--- src/kbd_scan_map.svh ---
// Offsets, field positions, reset values and timing counts of the keyboard scan encoder.
// Assumes a 100 MHz clock and 32-bit APB with one register per aligned word.
`ifndef KBD_SCAN_MAP_SVH
`define KBD_SCAN_MAP_SVH

`define KS_CLK_MHZ 100
`define KS_SCAN_PERIOD_NS 200
`define KS_SCAN_CYC ((`KS_SCAN_PERIOD_NS * `KS_CLK_MHZ + 999) / 1000)
`define KS_HOLD_NS 1000
`define KS_HOLD_CYC ((`KS_HOLD_NS * `KS_CLK_MHZ + 999) / 1000)
`define KS_DEB_PERIOD_US 5000
`define KS_DEB_CYC (`KS_DEB_PERIOD_US * `KS_CLK_MHZ)

`define KS_CTRL_OFS 8'h00
`define KS_STATUS_OFS 8'h04
`define KS_COUNT_OFS 8'h08

`define KS_CTRL_SCAN_EN 0
`define KS_CTRL_LOCK 1
`define KS_CTRL_RESET 2'h1

`define KS_ST_CODE_LSB 0
`define KS_ST_STROBE 8
`define KS_ST_INTR 9
`define KS_ST_REPEAT 10
`define KS_ST_HELD 11
`define KS_ST_LOCKED 12

`endif

--- src/kbd_scan_pkg.sv ---
// Types shared by the keyboard scan encoder files.
// Assumes kbd_scan_map.svh for all numeric constants.
package kbd_scan_pkg;

    // Gray codes along scan -> settle -> present -> release
    typedef enum logic [1:0] {
        ST_SCAN = 2'b00,
        ST_SETTLE = 2'b01,
        ST_PRESENT = 2'b11,
        ST_RELEASE = 2'b10
    } key_state_t;

    typedef logic [6:0] key_code_t;

endpackage

--- src/keyboard_scan_encoder.sv ---
// Scanning keyboard encoder: counter, decoder and sense multiplexer with hold timer,
// modifier remap, debounced function keys, lockout gating and an APB register slave.
// Assumes matrix, modifier and function-key pins are asynchronous to clk.
`include "kbd_scan_map.svh"

module keyboard_scan_encoder
    import kbd_scan_pkg::*;
#(
    parameter int SCAN_CYC = `KS_SCAN_CYC,
    parameter int HOLD_CYC = `KS_HOLD_CYC,
    parameter int DEB_CYC = `KS_DEB_CYC
) (
    // Clock, reset, enable
    input wire logic clk,
    input wire logic rstn,
    input wire logic ce,
    // APB slave
    input wire logic psel,
    input wire logic penable,
    input wire logic pwrite,
    input wire logic [7:0] paddr,
    input wire logic [31:0] pwdata,
    input wire logic [3:0] pstrb,
    output logic [31:0] prdata,
    output logic pready,
    output logic pslverr,
    // Key matrix
    output logic [15:0] drive_lines,
    input wire logic [15:0] sense_lines,
    // Modifier and function keys
    input wire logic shift_key,
    input wire logic control_key,
    input wire logic interrupt_key_pin,
    input wire logic repeat_key_pin,
    input wire logic lockout_n,
    // Front-end side
    output logic [6:0] key_code,
    output logic key_code_valid_strobe,
    output logic interrupt_key_line,
    output logic repeat_key_line
);

    // Sense path needs about seven cycles to settle after the decoder moves
    if (SCAN_CYC < 12) begin : g_scan_chk
        $error("SCAN_CYC too small for the sense pipeline");
    end
    if (HOLD_CYC <= SCAN_CYC) begin : g_hold_chk
        $error("HOLD_CYC must exceed one scan period");
    end
    if (DEB_CYC < 2) begin : g_deb_chk
        $error("DEB_CYC must be at least 2");
    end

    localparam int DIV_W = $clog2(SCAN_CYC);
    localparam int HOLD_W = $clog2(HOLD_CYC + 1);
    localparam int DEB_W = $clog2(DEB_CYC);
    localparam logic [DIV_W-1:0] DIV_LAST = DIV_W'(SCAN_CYC - 1);
    localparam logic [HOLD_W-1:0] HOLD_LOAD = HOLD_W'(HOLD_CYC);
    localparam logic [DEB_W-1:0] DEB_LAST = DEB_W'(DEB_CYC - 1);
    localparam int NLINES = 21;

    logic [DIV_W-1:0] div_cnt;
    logic [DEB_W-1:0] deb_cnt;
    logic [7:0] scan_cnt;
    logic [HOLD_W-1:0] hold_cnt;
    logic [1:0] ctrl;
    key_state_t state, next_state;
    key_code_t code_reg;
    logic [NLINES-1:0] pin_vec, line_lvl;
    logic [15:0] sense_lvl;

    wire logic scan_tick = (div_cnt == DIV_LAST);
    wire logic deb_tick = (deb_cnt == DEB_LAST);
    wire logic scan_en = ctrl[`KS_CTRL_SCAN_EN];
    wire logic held = (hold_cnt != '0);
    wire logic intr_lvl = line_lvl[16];
    wire logic rpt_lvl = line_lvl[17];
    wire logic shift_lvl = line_lvl[18];
    wire logic ctl_lvl = line_lvl[19];
    wire logic lock_pin_lvl = line_lvl[20];
    wire logic outputs_ok = lock_pin_lvl && !ctrl[`KS_CTRL_LOCK];
    // Mux: upper counter bits pick the sense line
    wire logic mux_out = sense_lvl[scan_cnt[7:4]];
    wire logic match = scan_en && scan_tick && mux_out;
    wire logic advance = scan_en && scan_tick && !mux_out && !held && state == ST_SCAN;

    assign pin_vec = {lockout_n, control_key, shift_key, repeat_key_pin, interrupt_key_pin,
        sense_lines};
    assign sense_lvl = line_lvl[15:0];

    // Matrix and modifier lines pass undebounced; function keys use the slow tick
    genvar gi;
    for (gi = 0; gi < NLINES; gi++) begin : g_line
        key_line_filter u_filt (
            .clk(clk),
            .rstn(rstn),
            .ce(ce),
            .sample_tick((gi == 16 || gi == 17) ? deb_tick : 1'b1),
            .pin(pin_vec[gi]),
            .level(line_lvl[gi])
        );
    end

    always_ff @(posedge clk or negedge rstn) begin
        if (!rstn) begin
            div_cnt <= '0;
            deb_cnt <= '0;
        end else if (ce) begin
            div_cnt <= scan_tick ? '0 : div_cnt + 1'b1;
            deb_cnt <= deb_tick ? '0 : deb_cnt + 1'b1;
        end
    end

    // Counter stops at the matched code while the hold timer runs
    always_ff @(posedge clk or negedge rstn) begin
        if (!rstn) begin
            scan_cnt <= '0;
            drive_lines <= 16'h0001;
        end else if (ce && advance) begin
            scan_cnt <= scan_cnt + 8'h01;
            drive_lines <= 16'h0001 << (scan_cnt[3:0] + 4'h1);
        end
    end

    // Retriggerable one-shot: refreshed on every scan tick that senses the key
    always_ff @(posedge clk or negedge rstn) begin
        if (!rstn) begin
            hold_cnt <= '0;
        end else if (ce) begin
            if (match) begin
                hold_cnt <= HOLD_LOAD;
            end else if (held) begin
                hold_cnt <= hold_cnt - 1'b1;
            end
        end
    end

    function automatic key_code_t remap(input key_code_t raw, input logic sh, input logic ct);
        key_code_t c;
        c = raw;
        if (sh) begin
            if (c >= 7'h61 && c <= 7'h7a) begin
                c = c ^ 7'h20;
            end else if (c >= 7'h30 && c <= 7'h3f) begin
                c = c ^ 7'h10;
            end
        end
        if (ct) begin
            c = c & 7'h1f;
        end
        return c;
    endfunction

    always_comb begin
        next_state = state;
        unique case (state)
            ST_SCAN: begin
                if (match) begin
                    next_state = ST_SETTLE;
                end
            end
            ST_SETTLE: next_state = ST_PRESENT;
            ST_PRESENT: begin
                if (!held) begin
                    next_state = ST_RELEASE;
                end
            end
            ST_RELEASE: next_state = ST_SCAN;
        endcase
    end

    always_ff @(posedge clk or negedge rstn) begin
        if (!rstn) begin
            state <= ST_SCAN;
            code_reg <= '0;
        end else if (ce) begin
            state <= next_state;
            if (state == ST_SCAN && match) begin
                code_reg <= remap(scan_cnt[6:0], shift_lvl, ctl_lvl);
            end else if (state == ST_RELEASE) begin
                code_reg <= '0;
            end
        end
    end

    // Code lines are plain active-high, no inversion
    assign key_code = code_reg;
    // Lockout gates only strobe and function keys; code lines still show
    assign key_code_valid_strobe = (state == ST_PRESENT) && outputs_ok;
    assign interrupt_key_line = intr_lvl && outputs_ok;
    assign repeat_key_line = rpt_lvl && outputs_ok;

    // APB slave: zero wait states, read data captured in the setup cycle
    wire logic sel_ctrl = (paddr == `KS_CTRL_OFS);
    wire logic sel_status = (paddr == `KS_STATUS_OFS);
    wire logic sel_count = (paddr == `KS_COUNT_OFS);
    wire logic addr_hit = sel_ctrl || sel_status || sel_count;
    wire logic wr_ctrl = psel && penable && pwrite && sel_ctrl && pstrb[0];
    wire logic [31:0] status_word = {19'h0, !outputs_ok, held, rpt_lvl, intr_lvl,
        key_code_valid_strobe, 1'b0, code_reg};
    wire logic [31:0] rd_mux = sel_ctrl ? {30'h0, ctrl} :
        sel_status ? status_word :
        sel_count ? {24'h0, scan_cnt} : 32'h0;

    assign pready = 1'b1;
    assign pslverr = psel && penable && !addr_hit;

    always_ff @(posedge clk or negedge rstn) begin
        if (!rstn) begin
            ctrl <= `KS_CTRL_RESET;
            prdata <= 32'h0;
        end else if (ce) begin
            if (wr_ctrl) begin
                ctrl <= pwdata[1:0];
            end
            if (psel && !penable && !pwrite) begin
                prdata <= rd_mux;
            end
        end
    end
endmodule // keyboard_scan_encoder

--- src/key_line_filter.sv ---
// One input line: three-flop synchroniser, then a two-stage slow sampler.
// Assumes sample_tick is a one-cycle pulse on clk; tie high for no debounce.
module key_line_filter (
    // Clock and reset
    input wire logic clk,
    input wire logic rstn,
    input wire logic ce,
    // Line
    input wire logic sample_tick,
    input wire logic pin,
    output logic level
);

    logic sync1, sync2, sync3, agreed, samp0, samp1;

    always_ff @(posedge clk or negedge rstn) begin
        if (!rstn) begin
            sync1 <= 1'b0;
            sync2 <= 1'b0;
            sync3 <= 1'b0;
        end else if (ce) begin
            sync1 <= pin;
            sync2 <= sync1;
            sync3 <= sync2;
        end
    end

    // A change counts only once the second and third stages agree
    always_ff @(posedge clk or negedge rstn) begin
        if (!rstn) begin
            agreed <= 1'b0;
        end else if (ce && sync2 == sync3) begin
            agreed <= sync3;
        end
    end

    // Two flops per key on the slow tick; output moves only on two equal samples
    always_ff @(posedge clk or negedge rstn) begin
        if (!rstn) begin
            samp0 <= 1'b0;
            samp1 <= 1'b0;
            level <= 1'b0;
        end else if (ce && sample_tick) begin
            samp0 <= agreed;
            samp1 <= samp0;
            if (samp0 == samp1) begin
                level <= samp1;
            end
        end
    end

endmodule // key_line_filter

--- config.mk ---
export PLATFORM = sky130hd
export DESIGN_NAME = keyboard_scan_encoder
export DESIGN_NICKNAME = d
export VERILOG_FILES = /design/src/kbd_scan_pkg.sv /design/src/keyboard_scan_encoder.sv /design/src/key_line_filter.sv
export VERILOG_INCLUDE_DIRS = /design/src
export SDC_FILE = /design/constraint.sdc
export NUM_CORES = 1
export LEC_CHECK = 0
export ABC_AREA = 1
export BUFFER_PORTS_ARGS = -buffer_cell sky130_fd_sc_hd__buf_2
export CORE_MARGIN = 1
export CORE_UTILIZATION = 50
export DETAILED_ROUTE_END_ITERATION = 10
export PLACE_DENSITY = 0.73
export SLEW_MARGIN = 20
export SYNTH_ARGS = -nofsm -noshare
export SYNTH_HDL_FRONTEND = slang
export SYNTH_SLANG_ARGS = --single-unit
--- constraint.sdc ---
create_clock -name clk -period 1.6 [get_ports clk]
set_clock_uncertainty 0.05 [all_clocks]
set_input_delay 0.16 -clock clk [delete_from_list [all_inputs] [get_ports clk]]
set_output_delay 0.16 -clock clk [all_outputs]
set_load 0.05 [all_outputs]
==> summary.txt, run 1 <==
Placed design
  • Placed cell count: 1554
  • Port buffer count: 77
  • Routability congestion estimate: 0.880
  • HPWL after DPL: 14200 microns

STA
  • Final WS setup: -0.327 ns
  • Fmax: 0.519 GHz
  • RSZ-0062 raised after global routing: true
  • Number of setup violations in the final report: just over 50
  • Min Clock Period, post-route: 1.93 ns
  • Fin. Hold Viols: 0
  • Slew Viols, Final: 0
  • WHS: 0.0225 ns
  • Final period util: 120%

Worst setup path
  • Worst path bufs/invs: 2
  • Startpoint types: flip-flop
  • Cell family with most CP delay: simple AND/OR/NAND/NOR gates
  • CP peak stage delay: 0.40 ns
  • Critical Path RT: 1.95 ns
  • Critical Path AT: 2.28 ns
  • Critical path fanouts, max: 5
  • Worst Setup End Kind: flip-flop
  • Crit path cell chain: inv_2 -> ha_4 -> nand2_4 -> nor2_4 -> nand3_4 -> buf_4 -> nor2_4 -> nand2_2 -> nor2_4 -> nand2_4 -> nand2_2 -> o21ai_0
  • Slowest cell on crit path: dfrtp_1
  • Crit Path Class: flip-flop to flip-flop
  • Cell repeated most along the worst path: nor2_4

Logic synthesis
  • Cell variety after synth: 42
  • Synth top area cells: dfrtp_1 55%, nand2_1 9.5%, o21ai_0 7.2%, inv_1 5.5%, nor2_1 4.1%
  • Syn. warnings: 0
  • EDFF count, synth: 0
  • Post-Synthesis Cells: 1180
  • Syn Std Cell Area: between 10000 and 15000 sq um
  • Post-synth ARST share: 100%
  • Synth top area share: 54.8%
  • Most common cell in the netlist: nand2_1
  • Mean Syn Cell Area: 8.67 sq um
  • Post-synth top flop: dfrtp_1
  • Most instantiated cells after synthesis: 259 x nand2_1, 224 x dfrtp_1, 150 x inv_1
  • Yosys reg bits: between 200 and 250
  • Top cell type by total area after synthesis: dfrtp_1
  • Sequential cell area fraction in the yosys report: 55.3%

Finish
  • Post-route insts no fill: 1652
  • Synth-to-Final Area Change: 29.9%
  • # diodes: 0
  • Multi-input gate area: 4210 sq um
  • Sequential Area: 5670 sq um
  • Fillcell total: 1543
  • Final Util: 67.2%
  • Share of cells above drive strength 1: 25.6%
  • Net count, final: 1450

Clock network
  • Clk_lat worst skew: 0.54 ns
  • Total clock sinks: 226
  • CTS clk-pin slew, worst paths: 0.06 ns
  • CTS H-tree lvls: 1
  • Root Buffer Master: clkbuf_16
  • Clk buf depth: 3
  • TritonCTS Buffers: 25
  • CTS tree: yes

Drt
  • Final wirelength: 23100 microns
  • WL met1: between 10000 and 15000 microns
  • DR DRC count: 0
  • First-pass iteration count of the detailed router: 5
  • Wire per inst: 14.0 microns
  • 1st-iter DRT viols: 504
  • Via count: around 8.5k
  • Met3 wire length: 1100 microns
  • Top routing layer used: met4
  • Post-route ant nets: 0
  • Drt via density: 5.13
  • WL met2: 11300 microns

Floorplanning
  • Die width: 145 microns
  • Ports: 131
  • Die height: 145 microns
  • Starting Density: 51.7%
  • Die Area: 21000 sq um
  • Row Count: 51
  • Area of the core: 19800 sq um

Flow run
  • Maxcap violations: 0

GRT
  • Largest net degree at the start of global routing: 111
  • Vias in the first global route: 8382
  • Gr usage total: 22.0%
  • Grt total ovfl: 0
  • Initial antenna violation count: 0
  • Global-route wire length before repair: around 39000 microns

Power
  • Peak supply drop: about 1000 uV
  • P per Cell Area: between 1000 and 1500 nW/um^2
  • Pleak: about 6.5 nW

Run status
  • Failing checks: negative setup slack
  • Outcome: finished with violations

Hold path
  • Hold Crit Class: primary input to flip-flop
## path summary, 6_finish.rpt
check	slack [ns]	cells after the start	start	end
min reg2reg	0.42	2	drive_lines[8]	drive_lines[8]
min in group asynchronous	0.06	2	rstn	g_line[10].u_filt.sync1
max	-0.33	12	hold_cnt[0]	drive_lines[14]
max in group asynchronous	0.79	3	rstn	g_line[5].u_filt.sync2
max reg2reg	-0.33	12	hold_cnt[0]	drive_lines[14]
min	0.02	5	paddr[2]	prdata[1]
## stage by stage
step | setup TNS, ns | worst slack [ns] | total power, mW | cell area (sq um)
2_1_floorplan | -1.61 | -0.151 | 8.86 | 10300
3_5_place_dp | -6.93 | -0.261 | 9.84 | 11400
4_1_cts | -3.71 | -0.172 | 16.2 | 12900
3_3_place_gp | -4.66 | -0.206 | 9.70 | 11400
5_1_grt | -14.63 | -0.419 | 17.3 | 13300
6_report | -9.00 | -0.327 | 16.5 | 13300
## routing by layer
metal | global-route usage (%) | up-vias
met1 | 29.4 | 4056
met5 | 0 | -
met2 | 37.5 | 212
li1 | - | 4153
met4 | 5.90 | 0
met3 | 3.27 | 56
## state kept, by name (all words and copies together), names as in the netlist
register / cells
g_line.u_filt.samp0: 21
g_line.u_filt.level: 21
g_line.u_filt.sync2: 21
g_line.u_filt.sync3: 21
prdata: 13
deb_cnt: 19
key_code: 7
state: 2
drive_lines: 16
scan_cnt: 8
g_line.u_filt.agreed: 21
div_cnt: 5
hold_cnt: 7
ctrl: 2
g_line.u_filt.sync1: 21
g_line.u_filt.samp1: 21
## report_power, final
part	total, mW	leakage (nW)	switching [mW]	internal, mW
Combinational	3.16	3.28	1.86	1.30
Sequential	7.26	2.82	0.634	6.63
Clock	6.03	0.430	2.34	3.69
Total	16.5	6.54	4.84	11.6
## worst reg2reg max path, stage by stage, from the launching register on
cell and delay, ns:
dfrtp_1 0.40, inv_2 0.10, ha_4 0.16, nand2_4 0.05
nor2_4 0.12, nand3_4 0.10, buf_4 0.16, nor2_4 0.14
nand2_2 0.11, nor2_4 0.17, nand2_4 0.12, nand2_2 0.07
o21ai_0 0.07
## repair_timing
item                                    4_1_cts  5_1_grt
cloned                                        4        0
pin swaps                                    26       35
hold endpoints to repair                    248        0
hold buffers                                 25        0
buffers inserted                              9       17
resized for setup                            80       82
endpoints found under the setup margin       57       65
## layout make-up
type | instances | area share [%]
well taps | 265 | 2.50
clock inverters | 10 | 1.09
multi-input cells | 758 | 31.7
repair inverters | 1 | 0.0659
repair buffers | 203 | 12.0
clock buffers | 35 | 5.52
flip-flops and latches | 226 | 42.6
inverters | 154 | 4.46
## logic make-up after synthesis
kind of cell,synth area share [%]
buf+inv,9.13
simple gates,21.0
compound gates,11.5
other cells,0.0734
fa+ha+maj,1.22
flops,55.3
mux,0.110
xor+xnor,1.61
## placed cells by master, fill, tap and decap left out, types with 9 or more instances in the layout
cell type and instances:
inv_1 140, nand2_2 27, o211ai_1 27, buf_12 9, o21ai_0 133, nand3_2 18, nand3_1 52, nand4_1 13
nor2_1 98, buf_2 72, o31ai_1 13, dlygate4sd3_1 25, dfrtp_1 218, conb_1 20, nand2_1 231, clkbuf_16 25
o21ai_2 9, buf_6 17, xor2_1 13, o21ai_1 13, buf_4 78, nor2_4 14, inv_2 10
(Power assumes the default switching activity.)
==> inputs of run 2 (changes only) <==
- GPL_TIMING_DRIVEN: default -> 0
==> run 2 against run 1 <==
Compared with the run above: sequential share of layout area fell by 0.23 points; register-to-register slack improved by 0.07 ns; routed wire length grew 12%; largest power group unchanged; critical path depth is the same; the run still ends with negative setup slack left; count of clock-buffer cells in the layout is 2 lower; first-iteration DRC count up 17%; worst hold slack better by 0.057 ns; combinational power about the same.
==> summary.txt, run 2 (same netlist as run 1, synthesis figures left out) <==
Run status
  • Outcome: finished with violations
  • Failing checks: negative setup slack

Finish
  • Net count, final: 1477 (+1.9%)
  • Most frequent cells in the layout: 238 x nand2_1, 214 x dfrtp_1, 135 x inv_1, 135 x o21ai_0, 97 x nor2_1
  • # diodes: 0 (unchanged)
  • Final Util: 67.6% (+0.43 points)
  • Most common cell after layout, fill and taps aside: nand2_1
  • Fillcell total: 1505 (-2.5%)
  • Share of cells above drive strength 1: 25.3% (-0.31 points)
  • Synth-to-Final Area Change: 30.7%

STA
  • RSZ-0062 raised after global routing: true
  • Min Clock Period, post-route: 1.86 ns (-0.0674 ns)
  • Worst slew pin tran: between 0.7 and 0.8 ns
  • Number of setup violations in the final report: 44 (-14%)
  • Slew Viols, Final: 0 (unchanged)
  • Final period util: 116% (-4.2 points)
  • Fmax: 0.538 GHz (+3.6%)
  • Final WS setup: -0.260 ns (+0.0674 ns)
  • Fin. Hold Viols: 0 (unchanged)
  • Max_slew headroom: 50.9%

Worst setup path
  • Cell family with most CP delay: simple AND/OR/NAND/NOR gates
  • Critical Path AT: 2.20 ns (-0.08 ns)
  • Worst setup path start: hold_cnt[0]
  • Slowest cell on crit path: dfrtp_1
  • Worst r2r path cells: 12 (unchanged)
  • Critical Path RT: 1.94 ns (about the same)
  • Crit path cell chain: inv_2 -> ha_4 -> nand2_4 -> nor2_4 -> nand3_2 -> nor2_4 -> nand4_4 -> nor2_8 -> inv_6 -> buf_6 -> nand2_4 -> o21ai_4
  • Startpoint types: flip-flop
  • CP peak stage delay: 0.39 ns (about the same)
  • Worst Setup End Kind: flip-flop
  • Register-to-register setup slack: -0.26 ns (+0.07 ns)
  • R2r endpoint: drive_lines[3]
  • Crit Path Class: flip-flop to flip-flop
  • Worst path bufs/invs: 3 (+1)
  • Origin of the critical flop-to-flop path: hold_cnt[0]
  • Critical path fanouts, max: 6 (+1)

Drt
  • Post-route ant nets: 0 (unchanged)
  • Drt via density: 5.19 (+1.2%)
  • 1st-iter DRT viols: 590 (+17%)
  • Via count: 8710 (+2.7%)
  • DR DRC count: 0 (unchanged)
  • First-pass iteration count of the detailed router: 6 (+1)
  • Wire per inst: 15.4 microns (+9.9%)
  • Final wirelength: 25800 microns (+12%)

Floorplanning
  • Die width: 145 microns (unchanged)
  • Die Area: 21000 sq um (unchanged)
  • Area of the core: 19800 sq um (unchanged)
  • Starting Density: 51.7% (unchanged)
  • Row Count: 51 (unchanged)
  • Ports: 131 (unchanged)
  • Die height: 145 microns (unchanged)

Hold path
  • Hold Path Origin: pstrb[0]
  • Hold path depth: 5 (unchanged)
  • Worst Hold End: ctrl[1]
  • Hold Crit Class: primary input to flip-flop

GRT
  • Initial antenna violation count: 0 (unchanged)
  • Grt total ovfl: 0 (unchanged)
  • Global-route wire length before repair: 41300 microns (+6.0%)
  • Gr usage total: 23.9% (+1.9 points)
  • Largest net degree at the start of global routing: 93 (-16%)
  • Vias in the first global route: 8404 (+0.26%)

Clock network
  • Root Buffer Master: clkbuf_16
  • CTS tree: yes
  • CTS H-tree lvls: 1 (unchanged)
  • CTS clk-pin slew, worst paths: 0.06 ns (about the same)
  • Clk buf depth: 3 (unchanged)
  • Total clock sinks: 226 (unchanged)
  • TritonCTS Buffers: 25 (unchanged)
  • Clk_lat worst skew: 0.51 ns (-0.03 ns)

Power
  • Pleak: 6.56 nW (+0.35%)
  • P per Cell Area: 1230 nW/um^2 (-0.53%)
  • Peak supply drop: 1100 uV (+13%)
  • Total Power: 16.5 mW (+0.11%)

Placed design
  • Routability congestion estimate: 0.831 (-5.6%)
  • HPWL after DPL: 16000 microns (+12%)
  • Port buffer count: 77 (unchanged)

Flow run
  • Maxcap violations: 0 (unchanged)
==> run 2: layout make-up <==
cell class	count	area [sq um]	share of cell area, %
Buffer	60	363	2.71
Clock buffer	33	666	4.98
Clock inverter	10	181	1.36
Inverter	154	596	4.45
Multi-Input combinational cell	757	4250	31.8
Sequential cell	226	5670	42.4
Tap cell	265	332	2.48
Timing Repair Buffer	172	1320	9.84
==> run 2: worst max-delay path by stage <==
stage	depth (start not counted)	endpoint	slack (ns)
after floorplan	12	drive_lines[7]	-0.15
after global placement	1	prdata[10]	-3.56
after detailed placement	7	g_line[20].u_filt.samp1	-0.36
after CTS	11	scan_cnt[0]	-0.24
after global routing	12	scan_cnt[7]	-0.34
final	12	drive_lines[3]	-0.26
==> run 2: power breakdown <==
| group | switching, mW | internal (mW) | total (mW) |
|---|---|---|---|
| combinational | 1.87 | 1.26 | 3.13 |
| sequential | 0.714 | 6.63 | 7.34 |
| clock | 2.28 | 3.72 | 6.00 |
==> run 2: through the flow <==
stage / hold slack, ns / setup WS (ns) / area [sq um] / TNS [ns] / cells
after floorplan: -0.186 / -0.151 / 10300 / -1.61 / 1198
after global placement: 0.317 / -3.56 / 11000 / -831.08 / 1540
after detailed placement: 0.0706 / -0.360 / 11100 / -38.17 / 1542
after CTS: 0.0369 / -0.238 / 12700 / -5.75 / 1638
after global routing: 0.0986 / -0.337 / 13400 / -11.91 / 1677
final: 0.0798 / -0.260 / 13400 / -6.93 / 1677
==> run 2: what timing repair did <==
item                                   4_1_cts  5_1_grt
gates cloned                                 2        1
gates resized for setup                     74      112
pin swaps                                   20       47
endpoints found under the hold margin      127        0
buffers inserted                            27       39
setup endpoints to repair                   60       92
hold buffers                                26        0
==> run 2: metal layers <==
layer	up-vias	global-route usage (%)	part of all wire, %
met2	201	40.2	50
met1	4270	32.8	44
met5	-	0	0
met3	36	2.83	4.2
met4	0	6.54	1.6
li1	4203	-	-
==> run 2: worst register-to-register path, delay by kind of cell (launching register included) <==
family | cells | cell delay (ns)
and+or+nand+nor | 7 | 0.78
buffers and inverters | 3 | 0.32
adders and majority gates | 1 | 0.15
AOI/OAI and AO/OA | 1 | 0.07
DFF | 1 | 0.39
